`config.mk`:
```
export PLATFORM = sky130hd
export DESIGN_NAME = ccpm_ctrl
export DESIGN_NICKNAME = d
export VERILOG_FILES = /design/src/ccpm_pkg.sv /design/src/ccpm_sync.sv /design/src/ccpm_ctrl.sv
export VERILOG_INCLUDE_DIRS = /design/src
export SDC_FILE = /design/constraint.sdc
export NUM_CORES = 1
export LEC_CHECK = 0
export ABC_AREA = 1
export BUFFER_PORTS_ARGS = -buffer_cell sky130_fd_sc_hd__buf_4
export CORE_ASPECT_RATIO = 1.1
export CORE_MARGIN = 3
export CORE_UTILIZATION = 55
export CTS_BUF_LIST = sky130_fd_sc_hd__clkbuf_2
export CTS_CLUSTER_SIZE = 24
export DETAILED_ROUTE_END_ITERATION = 10
export GPL_TIMING_DRIVEN = 0
export PLACE_DENSITY = 0.81
export RECOVER_POWER = 25
export SETUP_SLACK_MARGIN = 0.2
export SLEW_MARGIN = 40
export SYNTH_ARGS = -nofsm -noshare
export SYNTH_HDL_FRONTEND = slang
export SYNTH_SLANG_ARGS = --single-unit
```
`constraint.sdc`:
```
create_clock -name sys_clk -period 2.02 [get_ports sys_clk]
set_input_delay 0.303 -clock sys_clk [delete_from_list [all_inputs] [get_ports sys_clk]]
set_output_delay 0.303 -clock sys_clk [all_outputs]
set_load 0.05 [all_outputs]
```
`src/ccpm_cfg.svh`:
```
// Constants of the CPU clock and power-mode controller: offsets, bit positions, reset values, counts.
// Assumes inclusion by bare name from the package only; the design modules use its macros without including it.
`ifndef CCPM_CFG_SVH
`define CCPM_CFG_SVH
// ----------------------------------------------------------------
// Register byte offsets
// ----------------------------------------------------------------
`define CCPM_OFS_REG_A      5'h00
`define CCPM_OFS_REG_B      5'h04
`define CCPM_OFS_REG_C      5'h08
`define CCPM_OFS_DIVIDE     5'h0C
`define CCPM_OFS_PLL        5'h10
`define CCPM_OFS_PROC_B     5'h14
`define CCPM_OFS_STATUS     5'h18
// ----------------------------------------------------------------
// Bit positions
// ----------------------------------------------------------------
`define CCPM_A_PERIPH_STOP  2
`define CCPM_A_DRIVE_HIGH   3
`define CCPM_A_SUB_EN       4
`define CCPM_A_MAIN_STOP    5
`define CCPM_A_SUB_SEL      7
`define CCPM_B_ALL_STOP     0
`define CCPM_B_PLL_SEL      7
`define CCPM_C_BASE_SEL     1
`define CCPM_PLL_EN         7
`define CCPM_PB_BUS_WAIT    2
// ----------------------------------------------------------------
// Reset values and timing counts
// ----------------------------------------------------------------
`define CCPM_RST_DIVIDE     5'h08
`define CCPM_RST_DRIVE_HIGH 1'b1
`define CCPM_DRAIN_CYCLES   3'h4
`define CCPM_DIV32_LAST     5'h1F
`endif

```
`src/ccpm_pkg.sv`:
```
// Types of the CPU clock and power-mode controller.
// Assumes ccpm_cfg.svh on the include path.
package ccpm_pkg;
  `include "ccpm_cfg.svh"
  // ----------------------------------------------------------------
  // Enumerations
  // ----------------------------------------------------------------
  typedef enum logic [2:0] {
    CCPM_RUN        = 3'b000,  // CPU clocked
    CCPM_WAIT_DRAIN = 3'b001,  // Queue drains before wait
    CCPM_WAITING    = 3'b010,  // CPU clock held
    CCPM_STOP_DRAIN = 3'b011,  // Queue drains before stop
    CCPM_STOPPED    = 3'b100   // All oscillators off
  } ccpm_mode_t;
  typedef enum logic [1:0] {
    CCPM_SRC_MAIN = 2'b00,
    CCPM_SRC_PLL  = 2'b01,
    CCPM_SRC_BASE = 2'b10,     // Sub clock as base source, divided
    CCPM_SRC_SUB  = 2'b11      // Sub clock undivided
  } ccpm_src_t;
  // ----------------------------------------------------------------
  // Whole state of the controller
  // ----------------------------------------------------------------
  typedef struct packed {
    ccpm_mode_t  mode;
    logic [2:0]  drain_cnt;
    logic [7:0]  reg_a;
    logic [7:0]  reg_b;
    logic [7:0]  reg_c;
    logic [4:0]  divide;
    logic [7:0]  pll;
    logic [7:0]  proc_b;
    ccpm_src_t   cur_src;
    logic [4:0]  cur_div;
    logic [4:0]  div_cnt;
    logic [7:0]  main_cnt;
    logic [7:0]  sub_cnt;
    logic [4:0]  d32_cnt;
    logic        cpu_en;
    logic        per_en;
    logic        d32_en;
    logic        strap_done;
    logic        rom_block;
    logic        main_on;   // Level outputs, registered
    logic        sub_on;
    logic        pll_on;
    logic        in_wait;
    logic        in_stop;
    logic        hready;
    logic        wr;
    logic [2:0]  addr;
    logic [31:0] hrdata;
  } ccpm_state_t;
endpackage : ccpm_pkg

```
`src/ccpm_sync.sv`:
```
// Two-flop synchroniser for a group of pin levels.
// Assumes the inputs are asynchronous to sys_clk.
`timescale 1ns/10ps
module ccpm_sync #(
  parameter int WIDTH = 4
) (
  input  wire logic             sys_clk,
  input  wire logic [WIDTH-1:0] async_in,
  output logic      [WIDTH-1:0] sync_out
);
  initial begin
    if (WIDTH < 1) $error("ccpm_sync: WIDTH must be at least 1");
  end
  logic [WIDTH-1:0] meta_q;  // First stage, read by second stage only
  // ----------------------------------------------------------------
  // Two stages, no reset
  // ----------------------------------------------------------------
  // Pins flush through while reset is held, so the boot strap is
  // already valid at the first edge after release
  always_ff @(posedge sys_clk) begin
    meta_q   <= async_in;
    sync_out <= meta_q;
  end
endmodule : ccpm_sync

```
`src/ccpm_ctrl.sv`:
```
// CPU clock selection, divider and wait/stop control with an AHB-Lite register slave.
// Assumes one clock sys_clk; oscillator activity is modelled as tick enables prescaled from sys_clk here (MAIN_RATIO, SUB_RATIO),
// and all pins pass ccpm_sync before use.
//
// Implementation choices: the register offsets and the AHB-Lite register port.
`timescale 1ns/10ps
// Summary of operation
// [RULE1] Boot pin high at reset blocks ROM reads
// [RULE2] Fast CPU clocks come from PLL multiplication
// [RULE3] Software sets low drive when sub clock used
// [RULE4] Sub start: deselect, high drive, enable, low
// [RULE5] Stop entry forces sub drive high
// [RULE6] Software selects main clock before stop
// [RULE7] After stop, wait, low drive, reselect sub
// [RULE8] External main clock never stopped while used
// [RULE9] No bus wait state while changing divider
// [RULE10] Peripheral stop wait needs CPU <=10 MHz
// [RULE11] Wait entry lets four queued instructions pass; five or more pass if the CPU clock period is under three sys_clk cycles
// [RULE12] Drop PLL and select main before stop
// [RULE13] Stop refused while interrupt pin low
// [RULE14] Hold reset until main oscillator stable
// [RULE15] Dummy interrupt before stopping again after wake
// [RULE16] Queued instructions run on stop exit first
// [RULE17] Divided-by-32 sub clock runs during wait
// [RULE18] No peripheral-stop wait in low-speed modes
// [RULE19] Switch only to stably oscillating sources
// [RULE20] Source and divider switch without CPU glitches
module ccpm_ctrl
  import ccpm_pkg::*;
#(
  parameter int MAIN_RATIO = 2,  // sys_clk cycles per main oscillator tick
  parameter int SUB_RATIO  = 8   // sys_clk cycles per sub oscillator tick
) (
  input  wire logic        sys_clk,
  input  wire logic        reset_n,
  input  wire logic        hsel,
  input  wire logic [31:0] haddr,
  input  wire logic [1:0]  htrans,
  input  wire logic        hwrite,
  input  wire logic [2:0]  hsize,
  input  wire logic [31:0] hwdata,
  input  wire logic        hready,
  output logic      [31:0] hrdata,
  output logic             hreadyout,
  output logic             hresp,
  input  wire logic        boot_mode_pin,
  input  wire logic        nmi_n_pin,
  input  wire logic        main_osc_stable,
  input  wire logic        sub_osc_stable,
  input  wire logic        pll_locked,
  input  wire logic        wait_req,
  input  wire logic        irq_wake,
  output logic             cpu_clk_en,
  output logic             periph_clk_en,
  output logic             sub_div32_clock,
  output logic             main_osc_en,
  output logic             sub_osc_en,
  output logic             sub_osc_drive_high,
  output logic             pll_en,
  output logic             wait_mode,
  output logic             stop_mode,
  output logic             rom_read_block
);
  // ----------------------------------------------------------------
  // Elaboration checks
  // ----------------------------------------------------------------
  initial begin
    if (MAIN_RATIO < 1 || MAIN_RATIO > 256) $error("ccpm_ctrl: MAIN_RATIO out of range");
    if (SUB_RATIO < 1 || SUB_RATIO > 256) $error("ccpm_ctrl: SUB_RATIO out of range");
  end

  localparam logic [7:0] MAIN_LAST = 8'(MAIN_RATIO - 1);  // Last main prescale count
  localparam logic [7:0] SUB_LAST  = 8'(SUB_RATIO - 1);   // Last sub prescale count

  ccpm_state_t s_q;           // Registered state
  ccpm_state_t s_d;           // Next state
  logic [4:0]  pin_s;         // Synchronised pins
  logic        boot_s;        // Boot strap level
  logic        nmi_s;         // Interrupt pin, high when idle
  logic        main_ok;       // Main oscillator stable
  logic        sub_ok;        // Sub oscillator stable
  logic        pll_ok;        // PLL locked

  // ----------------------------------------------------------------
  // Pin synchronisers
  // ----------------------------------------------------------------
  ccpm_sync #(.WIDTH(5)) u_sync (
    .sys_clk  (sys_clk),
    .async_in ({boot_mode_pin, nmi_n_pin, main_osc_stable, sub_osc_stable, pll_locked}),
    .sync_out (pin_s)
  );
  assign {boot_s, nmi_s, main_ok, sub_ok, pll_ok} = pin_s;

  // Divider field to last divider count; zero means undivided
  function automatic logic [4:0] div_last(input logic [4:0] field);
    div_last = (field == 5'h00) ? 5'h00 : 5'(field - 5'h01);
  endfunction : div_last

  // Register read mux by word index
  function automatic logic [31:0] read_reg(input ccpm_state_t s, input logic [2:0] idx,
                                           input logic [2:0] stat);
    read_reg = 32'h00000000;
    case (idx)
      3'h0:    read_reg[7:0] = s.reg_a;
      3'h1:    read_reg[7:0] = s.reg_b;
      3'h2:    read_reg[7:0] = s.reg_c;
      3'h3:    read_reg[4:0] = s.divide;
      3'h4:    read_reg[7:0] = s.pll;
      3'h5:    read_reg[7:0] = s.proc_b;
      3'h6:    read_reg[11:0] = {s.cur_src, s.mode, s.rom_block, s.strap_done, stat, 2'b00};
      default: read_reg = 32'h00000000;  // Unmapped reads as zero
    endcase
  endfunction : read_reg

  // ----------------------------------------------------------------
  // Next-state logic
  // ----------------------------------------------------------------
  always_comb begin
    ccpm_src_t  want_src;  // Source software asks for
    logic       main_tick;
    logic       sub_tick;
    logic       src_tick;
    logic       halted;
    want_src  = CCPM_SRC_MAIN;
    main_tick = 1'b0;
    sub_tick  = 1'b0;
    src_tick  = 1'b0;
    halted    = 1'b0;
    s_d = s_q;
    s_d.cpu_en = 1'b0;
    s_d.per_en = 1'b0;
    s_d.d32_en = 1'b0;

    // Strap caught once, in the cycle after reset release
    if (!s_q.strap_done) begin
      s_d.strap_done = 1'b1;
      s_d.rom_block  = boot_s;  // see [RULE1]
    end

    // Data phase: one wait state, then write or read
    if (!s_q.hready) begin
      s_d.hready = 1'b1;
      if (s_q.wr) begin
        case (s_q.addr)
          3'h0: s_d.reg_a = hwdata[7:0];
          3'h1: begin
            s_d.reg_b = hwdata[7:0];
            s_d.reg_b[`CCPM_B_ALL_STOP] = 1'b0;
            // Stop is refused while the interrupt pin is low
            if (hwdata[`CCPM_B_ALL_STOP] && nmi_s && s_q.mode == CCPM_RUN) begin  // see [RULE13]
              s_d.reg_b[`CCPM_B_ALL_STOP] = 1'b1;
              s_d.mode      = CCPM_STOP_DRAIN;
              s_d.drain_cnt = `CCPM_DRAIN_CYCLES;
            end
          end
          3'h2: s_d.reg_c  = hwdata[7:0];
          3'h3: s_d.divide = hwdata[4:0];
          3'h4: s_d.pll    = hwdata[7:0];
          3'h5: s_d.proc_b = hwdata[7:0];
          default: ;  // Unmapped and status writes ignored
        endcase
      end else begin
        s_d.hrdata = read_reg(s_q, s_q.addr, {pll_ok, sub_ok, main_ok});
      end
    end
    // Address phase taken only when no data phase is pending
    if (hsel && htrans[1] && hready && s_q.hready) begin
      s_d.hready = 1'b0;
      s_d.wr     = hwrite;
      s_d.addr   = haddr[4:2];
    end

    // Power-mode sequencing
    case (s_q.mode)
      CCPM_RUN: begin
        if (wait_req) begin
          s_d.mode      = CCPM_WAIT_DRAIN;
          s_d.drain_cnt = `CCPM_DRAIN_CYCLES;
        end
      end
      CCPM_WAIT_DRAIN: begin
        // Prefetched instructions keep running before the halt
        if (s_q.drain_cnt == 3'h0) s_d.mode = CCPM_WAITING;  // see [RULE11]
        else if (s_q.cpu_en) s_d.drain_cnt = s_q.drain_cnt - 3'h1;
      end
      CCPM_WAITING: begin
        halted = 1'b1;
        if (irq_wake || !nmi_s) s_d.mode = CCPM_RUN;
      end
      CCPM_STOP_DRAIN: begin
        if (s_q.drain_cnt == 3'h0) begin
          s_d.mode = CCPM_STOPPED;
        end else if (s_q.cpu_en) begin
          s_d.drain_cnt = s_q.drain_cnt - 3'h1;
        end
      end
      CCPM_STOPPED: begin
        halted = 1'b1;
        // Queued instructions run first on return, then recovery handler
        if (irq_wake || !nmi_s) begin  // see [RULE16]
          s_d.mode = CCPM_RUN;
          s_d.reg_b[`CCPM_B_ALL_STOP] = 1'b0;
        end
      end
      default: s_d.mode = CCPM_RUN;
    endcase
    // Forced after software writes so the hardware set wins
    if (s_d.mode == CCPM_STOPPED && s_q.mode != CCPM_STOPPED) begin
      s_d.reg_a[`CCPM_A_DRIVE_HIGH] = 1'b1;  // see [RULE5]
    end

    // Oscillator tick prescalers; nothing ticks in stop
    if (s_q.mode != CCPM_STOPPED && main_ok && !s_q.reg_a[`CCPM_A_MAIN_STOP]) begin
      main_tick    = (s_q.main_cnt == MAIN_LAST);
      s_d.main_cnt = main_tick ? 8'h00 : s_q.main_cnt + 8'h01;
    end
    if (s_q.mode != CCPM_STOPPED && sub_ok && s_q.reg_a[`CCPM_A_SUB_EN]) begin
      sub_tick    = (s_q.sub_cnt == SUB_LAST);
      s_d.sub_cnt = sub_tick ? 8'h00 : s_q.sub_cnt + 8'h01;
    end
    // Divided-by-32 sub clock ignores wait and peripheral stop
    if (sub_tick) begin  // see [RULE17]
      s_d.d32_en  = (s_q.d32_cnt == `CCPM_DIV32_LAST);
      s_d.d32_cnt = s_q.d32_cnt + 5'h01;
    end

    // Requested source
    if (s_q.reg_a[`CCPM_A_SUB_SEL]) want_src = CCPM_SRC_SUB;
    else if (s_q.reg_c[`CCPM_C_BASE_SEL]) want_src = CCPM_SRC_BASE;
    else if (s_q.reg_b[`CCPM_B_PLL_SEL]) want_src = CCPM_SRC_PLL;
    else want_src = CCPM_SRC_MAIN;

    case (s_q.cur_src)
      CCPM_SRC_MAIN: src_tick = main_tick;
      CCPM_SRC_PLL:  src_tick = (s_q.mode != CCPM_STOPPED) && pll_ok && s_q.pll[`CCPM_PLL_EN];
      default:       src_tick = sub_tick;
    endcase

    // Divider counts source ticks; new setting taken only at a period end
    if (src_tick) begin
      if (s_q.div_cnt >= s_q.cur_div) begin  // see [RULE20]
        s_d.div_cnt = 5'h00;
        s_d.cpu_en  = !halted;
        s_d.per_en  = !(halted && s_q.mode == CCPM_WAITING && s_q.reg_a[`CCPM_A_PERIPH_STOP]);
        s_d.cur_src = want_src;
        s_d.cur_div = (want_src == CCPM_SRC_SUB) ? 5'h00 : div_last(s_q.divide);
      end else begin
        s_d.div_cnt = s_q.div_cnt + 5'h01;
      end
    end

    // Level outputs registered from the next state, so they follow it at once
    s_d.main_on = (s_d.mode != CCPM_STOPPED) & !s_d.reg_a[`CCPM_A_MAIN_STOP];
    s_d.sub_on  = (s_d.mode != CCPM_STOPPED) & s_d.reg_a[`CCPM_A_SUB_EN];
    s_d.pll_on  = (s_d.mode != CCPM_STOPPED) & s_d.pll[`CCPM_PLL_EN];
    s_d.in_wait = (s_d.mode == CCPM_WAITING);
    s_d.in_stop = (s_d.mode == CCPM_STOPPED);
  end

  // ----------------------------------------------------------------
  // State register, synchronous reset
  // ----------------------------------------------------------------
  always_ff @(posedge sys_clk) begin
    if (!reset_n) begin
      s_q        <= '0;
      s_q.mode   <= CCPM_RUN;
      s_q.reg_a  <= 8'h00 | (8'(`CCPM_RST_DRIVE_HIGH) << `CCPM_A_DRIVE_HIGH);
      s_q.divide <= `CCPM_RST_DIVIDE;
      s_q.cur_div <= div_last(`CCPM_RST_DIVIDE);
      s_q.cur_src <= CCPM_SRC_MAIN;
      s_q.hready <= 1'b1;
      s_q.main_on <= 1'b1;
    end else begin
      s_q <= s_d;
    end
  end

  // ----------------------------------------------------------------
  // Outputs from state flops; hresp tied to OKAY
  // ----------------------------------------------------------------
  assign hrdata             = s_q.hrdata;
  assign hreadyout          = s_q.hready;
  assign hresp              = 1'b0;  // Always OKAY
  assign cpu_clk_en         = s_q.cpu_en;
  assign periph_clk_en      = s_q.per_en;
  assign sub_div32_clock    = s_q.d32_en;
  assign main_osc_en        = s_q.main_on;
  assign sub_osc_en         = s_q.sub_on;
  assign sub_osc_drive_high = s_q.reg_a[`CCPM_A_DRIVE_HIGH];
  assign pll_en             = s_q.pll_on;
  assign wait_mode          = s_q.in_wait;
  assign stop_mode          = s_q.in_stop;
  assign rom_read_block     = s_q.rom_block;
endmodule : ccpm_ctrl

```
[After elaboration in Yosys (flattened, before gate mapping)]
Cells that the tools add are included.
Word-level totals
  register bits after elaboration: 121
  word-level logic and storage cells: 141
  output and inout bits: 44
  input bits: 81
Cells by class
  muxes and demuxes: 37
  add/sub/neg operators: 6
  equal/unequal tests: 19
  reductions and logical operators: 38
  magnitude comparators: 1
  bitwise operators: 6
Operators with widths (number)
  51-bit 2-to-1 mux: 2
  8-bit 2-to-1 mux: 7
  5-bit one-hot mux with 7 select lines: 1
  5-bit 2-to-1 mux: 5
  3-bit AND reduction: 7
  6-bit 2-to-1 mux: 3
  3-bit one-hot mux with 6 select lines: 1
  8-bit by 1-bit adder with 8-bit output (second input constant): 2
  3-bit by 2-bit == test with 1-bit output (second input constant): 5
  3-bit == test (second input constant): 5
  3-bit 2-to-1 mux: 5
  1-bit logical AND: 14
  3-bit one-hot mux with 4 select lines: 1
  5-bit by 1-bit adder with 5-bit output (second input constant): 2
  3-bit zero test: 3
  8-bit by 1-bit == test with 1-bit output (second input constant): 1
  8-bit by 3-bit == test with 1-bit output (second input constant): 1
  1-bit 2-to-1 mux: 7
  3-bit by 1-bit == test with 1-bit output (second input constant): 2
  3-bit inequality test (second input constant): 2
  3-bit one-hot mux with 2 select lines: 1
  2-bit AND reduction: 3
  2-bit OR reduction: 3
  5-bit == test (second input constant): 1
  14 further kinds: 23

[Depth between registers and ports, before layout]
Gate-level depths: netlist of the first run.
  word-level depth: 11
  gate-level depth with buffers: 10
  gate-level depth less buffers: 10

[Modules after synthesis]
Synthesis of the first run repeated with hierarchy kept, for this count alone.
Second synthesis, totals
  cells, all modules: 798
  area total of the unflattened synthesis: 5751.8 µm²
Modules (own cells, without submodules)
  ccpm_ctrl: sequential area each 2222.1 µm², cells each 788, instances 1, area an instance 5551.6 µm²
  ccpm_sync: sequential area each 200.2 µm², cells each 10, instances 1, area an instance 200.2 µm²

[Least setup slack after synthesis of the first run]
OpenSTA, ideal clock, no wires.
  kind: register -> register
  start point: register s_q (netlist bit hreadyout)
  end point: register s_q (netlist bit wait_mode)
  required time: 1956 ps
  arrival: 1488 ps
  path buffers: 0
  setup time: 64 ps
  period minus slack after synthesis: 1553 ps
  stages on the path, launching flop included: 9
  slack: 467 ps
  path through: dfxtp_1 nor2_1 inv_2 nor2_4 nand2_2 inv_1 o21ai_0 inv_1 nor2_1
On the way
  cells in the longest elaborated chain, start to end: 4
  elaborated cells on any way between the ends: 7
  classes of those cells: eq/ne: 1; mux: 6
Ends and longest elaborated chain
  from (decl): line ccpm_ctrl.sv:75  | ccpm_state_t s_q;
  51-bit 2-to-1 mux *: line ccpm_ctrl.sv:141  | if (!s_q.hready) begin
  3-bit 2-to-1 mux (tied with other cells): line ccpm_ctrl.sv:188, ccpm_ctrl.sv:200
  3-bit one-hot mux with 4 select lines *: line ccpm_ctrl.sv:174  | case (s_q.mode)
  3-bit by 2-bit == test with 1-bit output *: line ccpm_ctrl.sv:256  | s_d.in_wait = (s_d.mode == CCPM_WAITING);
Mark *: on every way between the ends. The rest lies on a longest branch, timed or not.
A chain may end at the register's enable or synchronous reset.

[Worst setup path in the final report of the first run]
  start point: register s_q[35] in the netlist's numbering
  end point: register s_q (netlist bit pll_en)
On the way
  cells in the longest elaborated chain, start to end: 6
  elaborated cells on any way between the ends: 9
  classes of those cells: eq/ne: 1; mux: 7; bitwise: 1
Ends and longest elaborated chain
  51-bit 2-to-1 mux *: line ccpm_ctrl.sv:143  | if (s_q.wr) begin
  51-bit 2-to-1 mux *: line ccpm_ctrl.sv:141
  3-bit 2-to-1 mux (tied with other cells): line ccpm_ctrl.sv:188, ccpm_ctrl.sv:200
  3-bit one-hot mux with 4 select lines: line ccpm_ctrl.sv:174
  3-bit inequality test: line ccpm_ctrl.sv:255  | s_d.pll_on = (s_d.mode != CCPM_STOPPED) & s_d.pll[`CCPM_PLL_EN];
  1-bit AND *: line ccpm_ctrl.sv:255
Marked as above.

==> results_dict.tcl, run 1 <==
set metrics [dict create \
    outcome "completed" \
    finalMaxSlewViolations 0 \
    core-area_um2 9980 \
    setup_viol 0 \
    hold_path.class "in2reg" \
    synth_edf_count 0 \
    clock_latency_ns 0.72 \
    power.leakage_nw 3.05 \
    routedWlPerCell_um 13.9 \
    fill_cells 869 \
    netlist-cell-type-count 32 \
    drt_iter0_markers 343 \
    cp_max_fo 7 \
    die_w_um 103 \
    cp_num_buf_inv 2 \
    die_area_um2 11600 \
    clk_pin_slew_worst_paths_ns 0.19 \
    dpl.hpwl_um 10200 \
    cts_max_path_buffers 2 \
    yosys_warnings 0 \
    startpoint "s_q[35]" \
    io_buffers 46 \
    start_util_pct 56.8 \
    min_period_ns 1.77 \
    area_delta_synth_final_pct 19.1 \
    drv_cap 0 \
    hp-start "hready" \
    die_y_um 113 \
    grt_setup_unrepaired "true" \
    dr.pass1.iters 5 \
    cts_tree "done" \
    post-route-util_pct 67.7 \
    num_vias 5407 \
    period_share_pct 87.4 \
    setup.worst_path.end_class "flip-flop" \
    antenna_found_initial 2 \
    design_area_um2 6760 \
    yosys_most_used_dff "dfxtp_1" \
    synth_area_per_cell_um2 7.12 \
    yosys-top-cells-count "nand2_1 (141), dfxtp_1 (121), nor2_1 (116)" \
    place_ws_ns 0.152 \
    rows 38 \
    hold_viol_final 0 \
    worst_slack_ns 0.254 \
    globalplace.congestion 0.911 \
    ios 125 \
    postPlaceCellArea_um2 6240 \
    cts_sinks 121 \
    critPathMaxStageDelay_ns 0.39 \
    critical_path_class "reg2reg" \
    ant_nets 0 \
    max-vdd-ir-drop_mv 0.596 \
    cp.required_ns 2.63 \
    path_cells "inv_1 -> nor2_1 -> inv_1 -> nor2_2 -> nor2_1 -> nor4_1" \
    synthTopCellsByArea "dfxtp_1 (43%), nand2_1 (9.3%), nor2_1 (7.7%)" \
    drt-vias-per-instance 5.21 \
    tns_ns 0 \
    drc 0 \
    skew_ns 0.0420 \
    drt-total-wl_um 14400 \
    slew_headroom_pct 55.1 \
    async_reset_ff_share_pct 0 \
    power.density_nw_per_um2 688 \
    synth_area_um2 5670 \
    grt_pass1_vias 4870 \
    synth_top_area_share_pct 42.7 \
    fmax_mhz 566 \
    crit_slowest_cell "dfxtp_1" \
    cts_buffers 17 \
    cp.arrival_ns 2.37 \
    cts_max_level 4 \
    synth_area_leader_cell "dfxtp_1" \
    grt_max_degree 17 \
    root_buffer "clkbuf_2" \
    grt-ovfl-total 0 \
    synthesis.instances 797 \
    reg2reg_from "s_q[35]" \
    path_delay_family "simple AND/OR/NAND/NOR gates" \
    fin_total_pwr_w 0.00465 \
    ys_ff_latch 121 \
    synth.most_common_cell "nand2_1" \
    startpoint_type "flip-flop" \
    worstMarginPinSlew_ns 0.674 \
    grt_use_total_pct 26.0 \
    layout-drive-gt1-share_pct 16.4 \
    seq_area_frac_synth_pct 42.7 \
    layout.nets 998 \
    grt_pass1_wl_um 23400 \
]
## area by class of cell
class | count | area, um2 | area share, %
diodes | 1 | 2.50 | 0.0370
plain buffers | 51 | 344 | 5.09
clock buffers | 17 | 85.1 | 1.26
clock inverters | 15 | 175 | 2.59
inverters | 103 | 387 | 5.72
multi-input cells | 542 | 2630 | 38.8
flip-flops and latches | 121 | 2430 | 35.9
well taps | 120 | 150 | 2.22
repair buffers | 67 | 562 | 8.31
## stage by stage
step	hold WS [ns]	instances
floorplan	0.310	817
global placement	0.311	983
detailed placement	0.312	983
CTS	0.0108	1035
global route	0.0225	1037
finish	0.0491	1037
## routing by layer
metal  wire length (um)  up-vias  GRT usage, %
li1                   -     2750             -
met5                  7        -             0
met4                503        2          11.1
met2               6970      186          42.8
met1               6050     2428          32.3
met3                918       41          6.22
## layout by cell type, fill, tap and decap left out, types with 3 or more instances in the layout
cell             n
nand2_1        141
dfxtp_1        117
nor2_1         114
inv_1           96
buf_4           75
o21ai_0         70
nand3_1         52
a21oi_1         49
conb_1          21
nor3_1          20
dlygate4sd3_1   20
nand4_1         18
clkbuf_2        17
ha_1            13
clkbuf_1        12
o211ai_1         8
inv_2            7
clkbuf_4         6
clkinvlp_4       6
nand2_2          4
nor2_2           4
nand3_2          4
dfxtp_2          4
nor2_4           3
xnor2_1          3
or2_2            3
bufinv_16        3
## worst min-delay path, cell delays in order
cell	delay, ns
buf_4	0.10
nand4_1	0.23
a21oi_1	0.11
## report_power, final
part           switching, W  internal [W]
sequential        0.0000278       0.00243
clock              0.000973      0.000687
combinational      0.000353      0.000175
total               0.00135       0.00329
## logic make-up (layout without fill, tap and decap cells)
kind of cell	after synthesis	after routing	synth area share (%)
xor+xnor	5	5	0.772
fa+ha+maj	14	14	3.09
other cells	1	22	0.0661
flops	121	121	42.7
simple gates	371	371	28.5
buf+inv	154	253	12.8
compound gates	131	131	12.1
## state kept, by name, summed over array words and instances (netlist names)
register	flops
rom_read_block	1
s_q	88
sub_osc_drive_high	1
sub_div32_clock	1
periph_clk_en	1
sub_osc_en	1
u_sync.meta_q	5
u_sync.sync_out	5
pll_en	1
cpu_clk_en	1
stop_mode	1
hrdata	12
hreadyout	1
main_osc_en	1
wait_mode	1
## path summary, 6_finish.rpt
kind,to,slack (ns),cells after the start
min reg2reg,u_sync.sync_out[4],0.35,0
min,s_q[35],0.05,3
max reg2reg,pll_en,0.25,6
max,pll_en,0.25,6
## timing repair
item	4_1_cts	5_1_grt
hold buffers	20	0
setup buffers	0	1
gates resized for setup	2	16
hold endpoints to repair	63	0
pin swaps	0	1
setup endpoints to repair	4	25
No activity file was read; power rests on OpenSTA's default activity.
==> run 2, diff against run 1 <==
- ABC_AREA: 1 -> default
==> run 2 against run 1 <==
  * The run now ends with setup timing left
  * Sequential share of layout area fell by 0.66 points
  * Sequential cell count did not move
  * Worst hold slack improved by 0.062 ns
  * Non-clock buffer count rose by 24
  * Sequential power barely moved
  * Die area fell by 3.5%
  * First-iteration DRC count rose by 12%
  * Critical path type unchanged
  * Largest power group unchanged
  * Highest routed layer is now met4
==> results_dict.tcl, run 2 <==
set metrics [dict create \
    outcome "finished, violations left" \
    violations "setup timing" \
    setup.worst_path.end_class "flip-flop" \
    largest_register_ffs 88 \
    power.leakage_nw 2.82 \
    rows 37 \
    drc 0 \
    synth_area_leader_cell "dfxtp_1" \
    io_buffers 46 \
    yosys-top-cells-count "dfxtp_1 (121), nor2_1 (74), nand2_1 (51)" \
    slew_headroom_pct 53.8 \
    num_vias 4905 \
    netlist-cell-type-count 55 \
    cp.required_ns 2.53 \
    worstMarginPinSlew_ns 0.693 \
    globalplace.congestion 0.925 \
    synth_mux_area_share_pct 11.5 \
    die_area_um2 11200 \
    hp-start "wait_req" \
    root_buffer "clkbuf_2" \
    grt_max_degree 17 \
    dpl.hpwl_um 9790 \
    hold_depth 5 \
    synth_top_family_by_area "simple AND/OR/NAND/NOR gates" \
    grt-ovfl-total 0 \
    seq_area_frac_synth_pct 44.4 \
    yosys_most_used_dff "dfxtp_1" \
    critical_path_class "reg2reg" \
    post-route-util_pct 72.3 \
    synthAdderAreaFrac_pct 3.21 \
    die_y_um 111 \
    clock_latency_ns 0.67 \
    clk_pin_slew_worst_paths_ns 0.20 \
    dr.pass1.iters 9 \
    drt_iter0_markers 383 \
    critPathMaxStageDelay_ns 0.55 \
    mostFrequentLayoutCells "dfxtp_1 (115), buf_4 (84), nor2_1 (69)" \
    r2r_slack_ns -0.07 \
    antenna_found_initial 0 \
    hold_viol_final 0 \
    path_delay_family "simple AND/OR/NAND/NOR gates" \
    ios 125 \
    async_reset_ff_share_pct 0 \
    synthTopCellsByArea "dfxtp_1 (44%), mux2i_1 (8.2%), nor2_1 (5.1%)" \
    drt-total-wl_um 14800 \
    layout.nets 807 \
    hold_path.class "in2reg" \
    path_cells "or4_4 -> nor4_4 -> a22oi_2 -> buf_4 -> o21ai_1 -> o311ai_1" \
    startpoint_type "flip-flop" \
    synth_top_area_share_pct 44.4 \
    skew_ns 0.0309 \
    synth_area_um2 5460 \
    worst_r2r_endpoint "s_q[74]" \
    place_ws_ns -0.315 \
    ant_nets 0 \
    cts_sinks 121 \
    worst_slack_ns -0.0669 \
    crit_slowest_cell "or4_4" \
    ys_ff_latch 121 \
    synth_edf_count 0 \
    synthesis.instances 594 \
    layout-drive-gt1-share_pct 26.8 \
    yosys_warnings 0 \
    grt_setup_unrepaired "true" \
    power.density_nw_per_um2 710 \
    cts_max_level 4 \
    synth_compound_area_share_pct 10.3 \
    fill_cells 687 \
    cts_buffers 17 \
    cts_tree "done" \
    area_delta_synth_final_pct 26.2 \
    reg2reg_from "s_q[55]" \
    grt_use_total_pct 26.0 \
    r2r_cells 6 \
    setup_viol 9 \
    period_share_pct 103 \
    cp.arrival_ns 2.60 \
    antenna_cells 0 \
    max-vdd-ir-drop_mv 0.592 \
    grt_pass1_wl_um 23000 \
    layout_commonest_cell "dfxtp_1" \
    die_w_um 101 \
    min_period_ns 2.09 \
    hold_path_end "s_q[127]" \
    drv_cap 0 \
    routedWlPerCell_um 17.5 \
    core-area_um2 9540 \
    top_register "s_q" \
    fmax_mhz 479 \
    synth_simple_gate_area_share_pct 19.5 \
    synth_xor_area_share_pct 3.21 \
    drt-vias-per-instance 5.83 \
    grt_pass1_vias 4723 \
    cp_max_fo 5 \
    cp_num_buf_inv 1 \
    synth_area_per_cell_um2 9.19 \
    cts_max_path_buffers 2 \
    synth.most_common_cell "dfxtp_1" \
    finalMaxSlewViolations 0 \
    start_util_pct 57.3 \
]
## run 2: through the flow
| stage | hold WS [ns] | instances | power [W] | setup TNS [ns] | cell area (um2) |
|---|---|---|---|---|---|
| floorplan | 0.310 | 614 | 0.00281 | 0 | 5550 |
| global placement | 0.311 | 777 | 0.00292 | -3.86 | 6040 |
| detailed placement | 0.314 | 777 | 0.00293 | -5.83 | 6040 |
| CTS | 0.0852 | 837 | 0.00486 | -0.259 | 6750 |
| global route | 0.102 | 842 | 0.00505 | -1.90 | 6890 |
| finish | 0.111 | 842 | 0.00489 | -0.238 | 6890 |
## run 2: cell families after synthesis
logic type	Yosys count
compound gates	83
xor+xnor	20
simple gates	221
other cells	1
mux	55
buf+inv	79
flops	121
fa+ha+maj	14
## run 2: per-layer routing
metal  track usage, %  wire [um]  vias up
met2             44.3       7440      275
met4             12.0        502        0
met3             7.33       1220       55
met1             29.7       5600     2297
met5                0          0        -
li1                 -          -     2278
## run 2: worst max-delay path by stage
stage | start | end | slack [ns] | cells past startpoint
after CTS | s_q[55] | s_q[76] | -0.06 | 6
after global placement | s_q[34] | pll_en | -0.29 | 5
after detailed placement | s_q[34] | pll_en | -0.31 | 5
after floorplan | s_q[55] | s_q[71] | 0.03 | 5
after global routing | s_q[55] | s_q[74] | -0.17 | 6
final | s_q[55] | s_q[74] | -0.07 | 6
## run 2: cell type report
| type | instances | area (um2) | share of cell area, % |
|---|---|---|---|
| multi-input cells | 414 | 2870 | 41.6 |
| flip-flops and latches | 121 | 2430 | 35.3 |
| repair buffers | 79 | 652 | 9.46 |
| plain buffers | 63 | 422 | 6.12 |
| clock inverters | 14 | 221 | 3.21 |
| well taps | 117 | 146 | 2.12 |
| clock buffers | 18 | 90.1 | 1.31 |
| inverters | 16 | 60.1 | 0.871 |
## run 2: repair_timing
action,4_1_cts,5_1_grt
buffers inserted,8,5
gates cloned,1,0
setup endpoints to repair,97,75
pin swaps,14,9
endpoints found under the hold margin,55,0
hold buffers,19,0
resized for setup,40,58
## run 2: where the power goes
part           total, W  switching [W]  internal [W]
Clock           0.00193       0.000983      0.000952
Sequential      0.00246      0.0000311       0.00243
Combinational  0.000501       0.000312      0.000189
## run 2: worst register-to-register path: stages, from the launching register on
cell and delay (ns):
dfxtp_2 0.36, or4_4 0.55, nor4_4 0.38, a22oi_2 0.19
buf_4 0.20, o21ai_1 0.14, o311ai_1 0.13
==> run 3, diff against run 2 <==
- MAX_ROUTING_LAYER: default -> met4
- PLACE_DENSITY: 0.81 -> 0.91
==> run 3 against run 2 <==
  * The flow now finishes without violations
  * Global-route usage grew 1.5 points
  * Combinational power grew 2%
  * Utilization shrank 0.79 points
  * Sequential power is essentially flat
  * Highest routed layer unchanged
==> results_dict.tcl, run 3 (synthesis results as in run 2) <==
set metrics [dict create \
    die_w_um 101 \
    drv_cap 0 \
    seq_power_share_pct 56.7 \
    clkPwrFrac_pct 31.5 \
    worst_r2r_endpoint "s_q[75]" \
    crit_slowest_cell "or4_4" \
    io_buffers 46 \
    multiInputGateArea_um2 2890 \
    core-area_um2 9540 \
    die_area_um2 11200 \
    drt_iter0_markers 587 \
    cp_max_fo 5 \
    drc 0 \
    drt-vias-per-instance 5.90 \
    p_int_w 0.00296 \
    setup.worst_path.end_class "flip-flop" \
    grt_setup_unrepaired "true" \
    rows 37 \
    dr.pass1.iters 5 \
    busiest_layer "met2" \
    cts_max_path_buffers 2 \
    r2r_slack_ns 0.0002 \
    grt_pass1_wl_um 23900 \
    grt-ovfl-total 0 \
    cts_sinks 121 \
    path_depth 6 \
    cts_max_level 4 \
    hold_viol_final 0 \
    min_period_ns 2.02 \
    cts_tree "done" \
    fill_cells 687 \
    grt_util_met2_pct 44.6 \
    globalRouteMet3Util_pct 6.51 \
    r2r_cells 6 \
    ios 125 \
    outcome "completed" \
    hold_path.class "in2reg" \
    grt_pass1_vias 4930 \
    die_y_um 111 \
    fin_total_pwr_w 0.00433 \
    power.leakage_nw 2.79 \
    seq_area_um2 2430 \
    slew_headroom_pct 51.5 \
    grt_use_total_pct 27.6 \
    holdWs_ns 0.0753 \
    max-vdd-ir-drop_mv 0.482 \
    skew_ns 0.0424 \
    globalplace.congestion 0.943 \
    num_vias 4973 \
    setup_viol 0 \
    drt-total-wl_um 15300 \
    postPlaceCellArea_um2 6040 \
    cp_num_buf_inv 1 \
    start_util_pct 57.3 \
    path_cells "or4_4 -> nor4_4 -> a22oi_2 -> buf_4 -> o21ai_1 -> o311ai_1" \
    top_register "s_q" \
    clk_pin_slew_worst_paths_ns 0.20 \
    finalMaxSlewViolations 0 \
    critical_path_class "reg2reg" \
    switching_share_pct 31.6 \
    routedWlPerCell_um 18.2 \
    startpoint_type "flip-flop" \
    layout_commonest_cell "dfxtp_1" \
    power_switching_w 0.00137 \
    root_buffer "clkbuf_2" \
    reg2reg_from "s_q[55]" \
    dpl.hpwl_um 10100 \
    design_area_um2 6820 \
    antenna_cells 0 \
    cp.required_ns 2.60 \
    worstMarginPinSlew_ns 0.727 \
    endpoint "s_q[75]" \
    path_delay_family "simple AND/OR/NAND/NOR gates" \
    comb_power_share_pct 11.8 \
    antenna_found_initial 0 \
    area_delta_synth_final_pct 24.8 \
    critPathMaxStageDelay_ns 0.54 \
    cts_buffers 17 \
    period_share_pct 100 \
    mostFrequentLayoutCells "dfxtp_1 (114), buf_4 (80), nor2_1 (68)" \
    grt_max_degree 17 \
    ant_nets 0 \
    startpoint "s_q[55]" \
    clock_latency_ns 0.72 \
    cp.arrival_ns 2.60 \
    fmax_mhz 495 \
    gr-usage-met1_pct 31.8 \
    layout.nets 808 \
    layout-drive-gt1-share_pct 26.9 \
    largest_register_ffs 88 \
    power.density_nw_per_um2 636 \
]
[run 3: cell count changes in the layout (fill, tap and decap cells not counted), moves of 2 or more]
cell | previous run | this run
buf_4 | 84 | 80
inv_6 | 2 | 5
o311ai_1 | 3 | 5
buf_12 | 0 | 2
bufinv_16 | 5 | 0
clkbuf_2 | 21 | 23
buf_6 | 7 | 4
[run 3: metrics by stage]
stage               setup WS [ns]  TNS [ns]  utilization (%)  instances
finish                   0.000236         0             71.5        843
global route              -0.0760    -0.268             71.5        843
CTS                        0.0296         0             69.4        833
detailed placement         -0.294     -6.17             63.4        777
global placement           -0.280     -4.21             63.4        777
floorplan                  0.0337         0                -        614
[run 3: per-layer routing]
layer | part of all wire, % | routed length, um | vias to the layer above
met2 | 50 | 7580 | 310
met3 | 8.9 | 1360 | 76
li1 | - | - | 2274
met1 | 38 | 5770 | 2313
met5 | 0 | 0 | -
met4 | 3.9 | 601 | 0
[run 3: final cells by class]
class                      count  area share [%]
multi-input combinational    414            42.4
sequential                   121            35.7
timing repair buffer          80            9.62
buffer                        63            6.24
tap                          117            2.15
clock inverter                15            1.74
clock buffer                  17            1.25
inverter                      16           0.936
[run 3: worst min path at each step]
stage	start	end	slack, ns	depth (start not counted)
3_3_place_gp	u_sync.meta_q[0]	u_sync.sync_out[0]	0.31	0
5_1_grt	wait_req	s_q[127]	0.07	5
3_5_place_dp	u_sync.meta_q[4]	u_sync.sync_out[4]	0.31	0
4_1_cts	wait_req	s_q[127]	0.03	5
6_report	wait_req	s_q[127]	0.08	5
2_1_floorplan	u_sync.meta_q[0]	u_sync.sync_out[0]	0.31	0
[run 3: power groups by stage]
stage	combinational, W	clock, W	sequential, W
2_1_floorplan	0.000305	0	0.00250
3_3_place_gp	0.000421	0	0.00250
3_5_place_dp	0.000432	0	0.00250
4_1_cts	0.000477	0.00137	0.00245
5_1_grt	0.000540	0.00149	0.00246
6_report	0.000509	0.00137	0.00246
[run 3: timing repair]
item                                    4_1_cts  5_1_grt
hold buffers                                 19        0
cloned                                        1        0
resized for setup                            40       52
buffers inserted                              4       10
pin swaps                                     7        8
hold endpoints to repair                     58        0
endpoints found under the setup margin       97       66
[run 3: worst reg2reg max path, cell delays in order (launching register included)]
cell      delay [ns]
dfxtp_2         0.36
or4_4           0.54
nor4_4          0.34
a22oi_2         0.19
buf_4           0.20
o21ai_1         0.17
o311ai_1        0.12
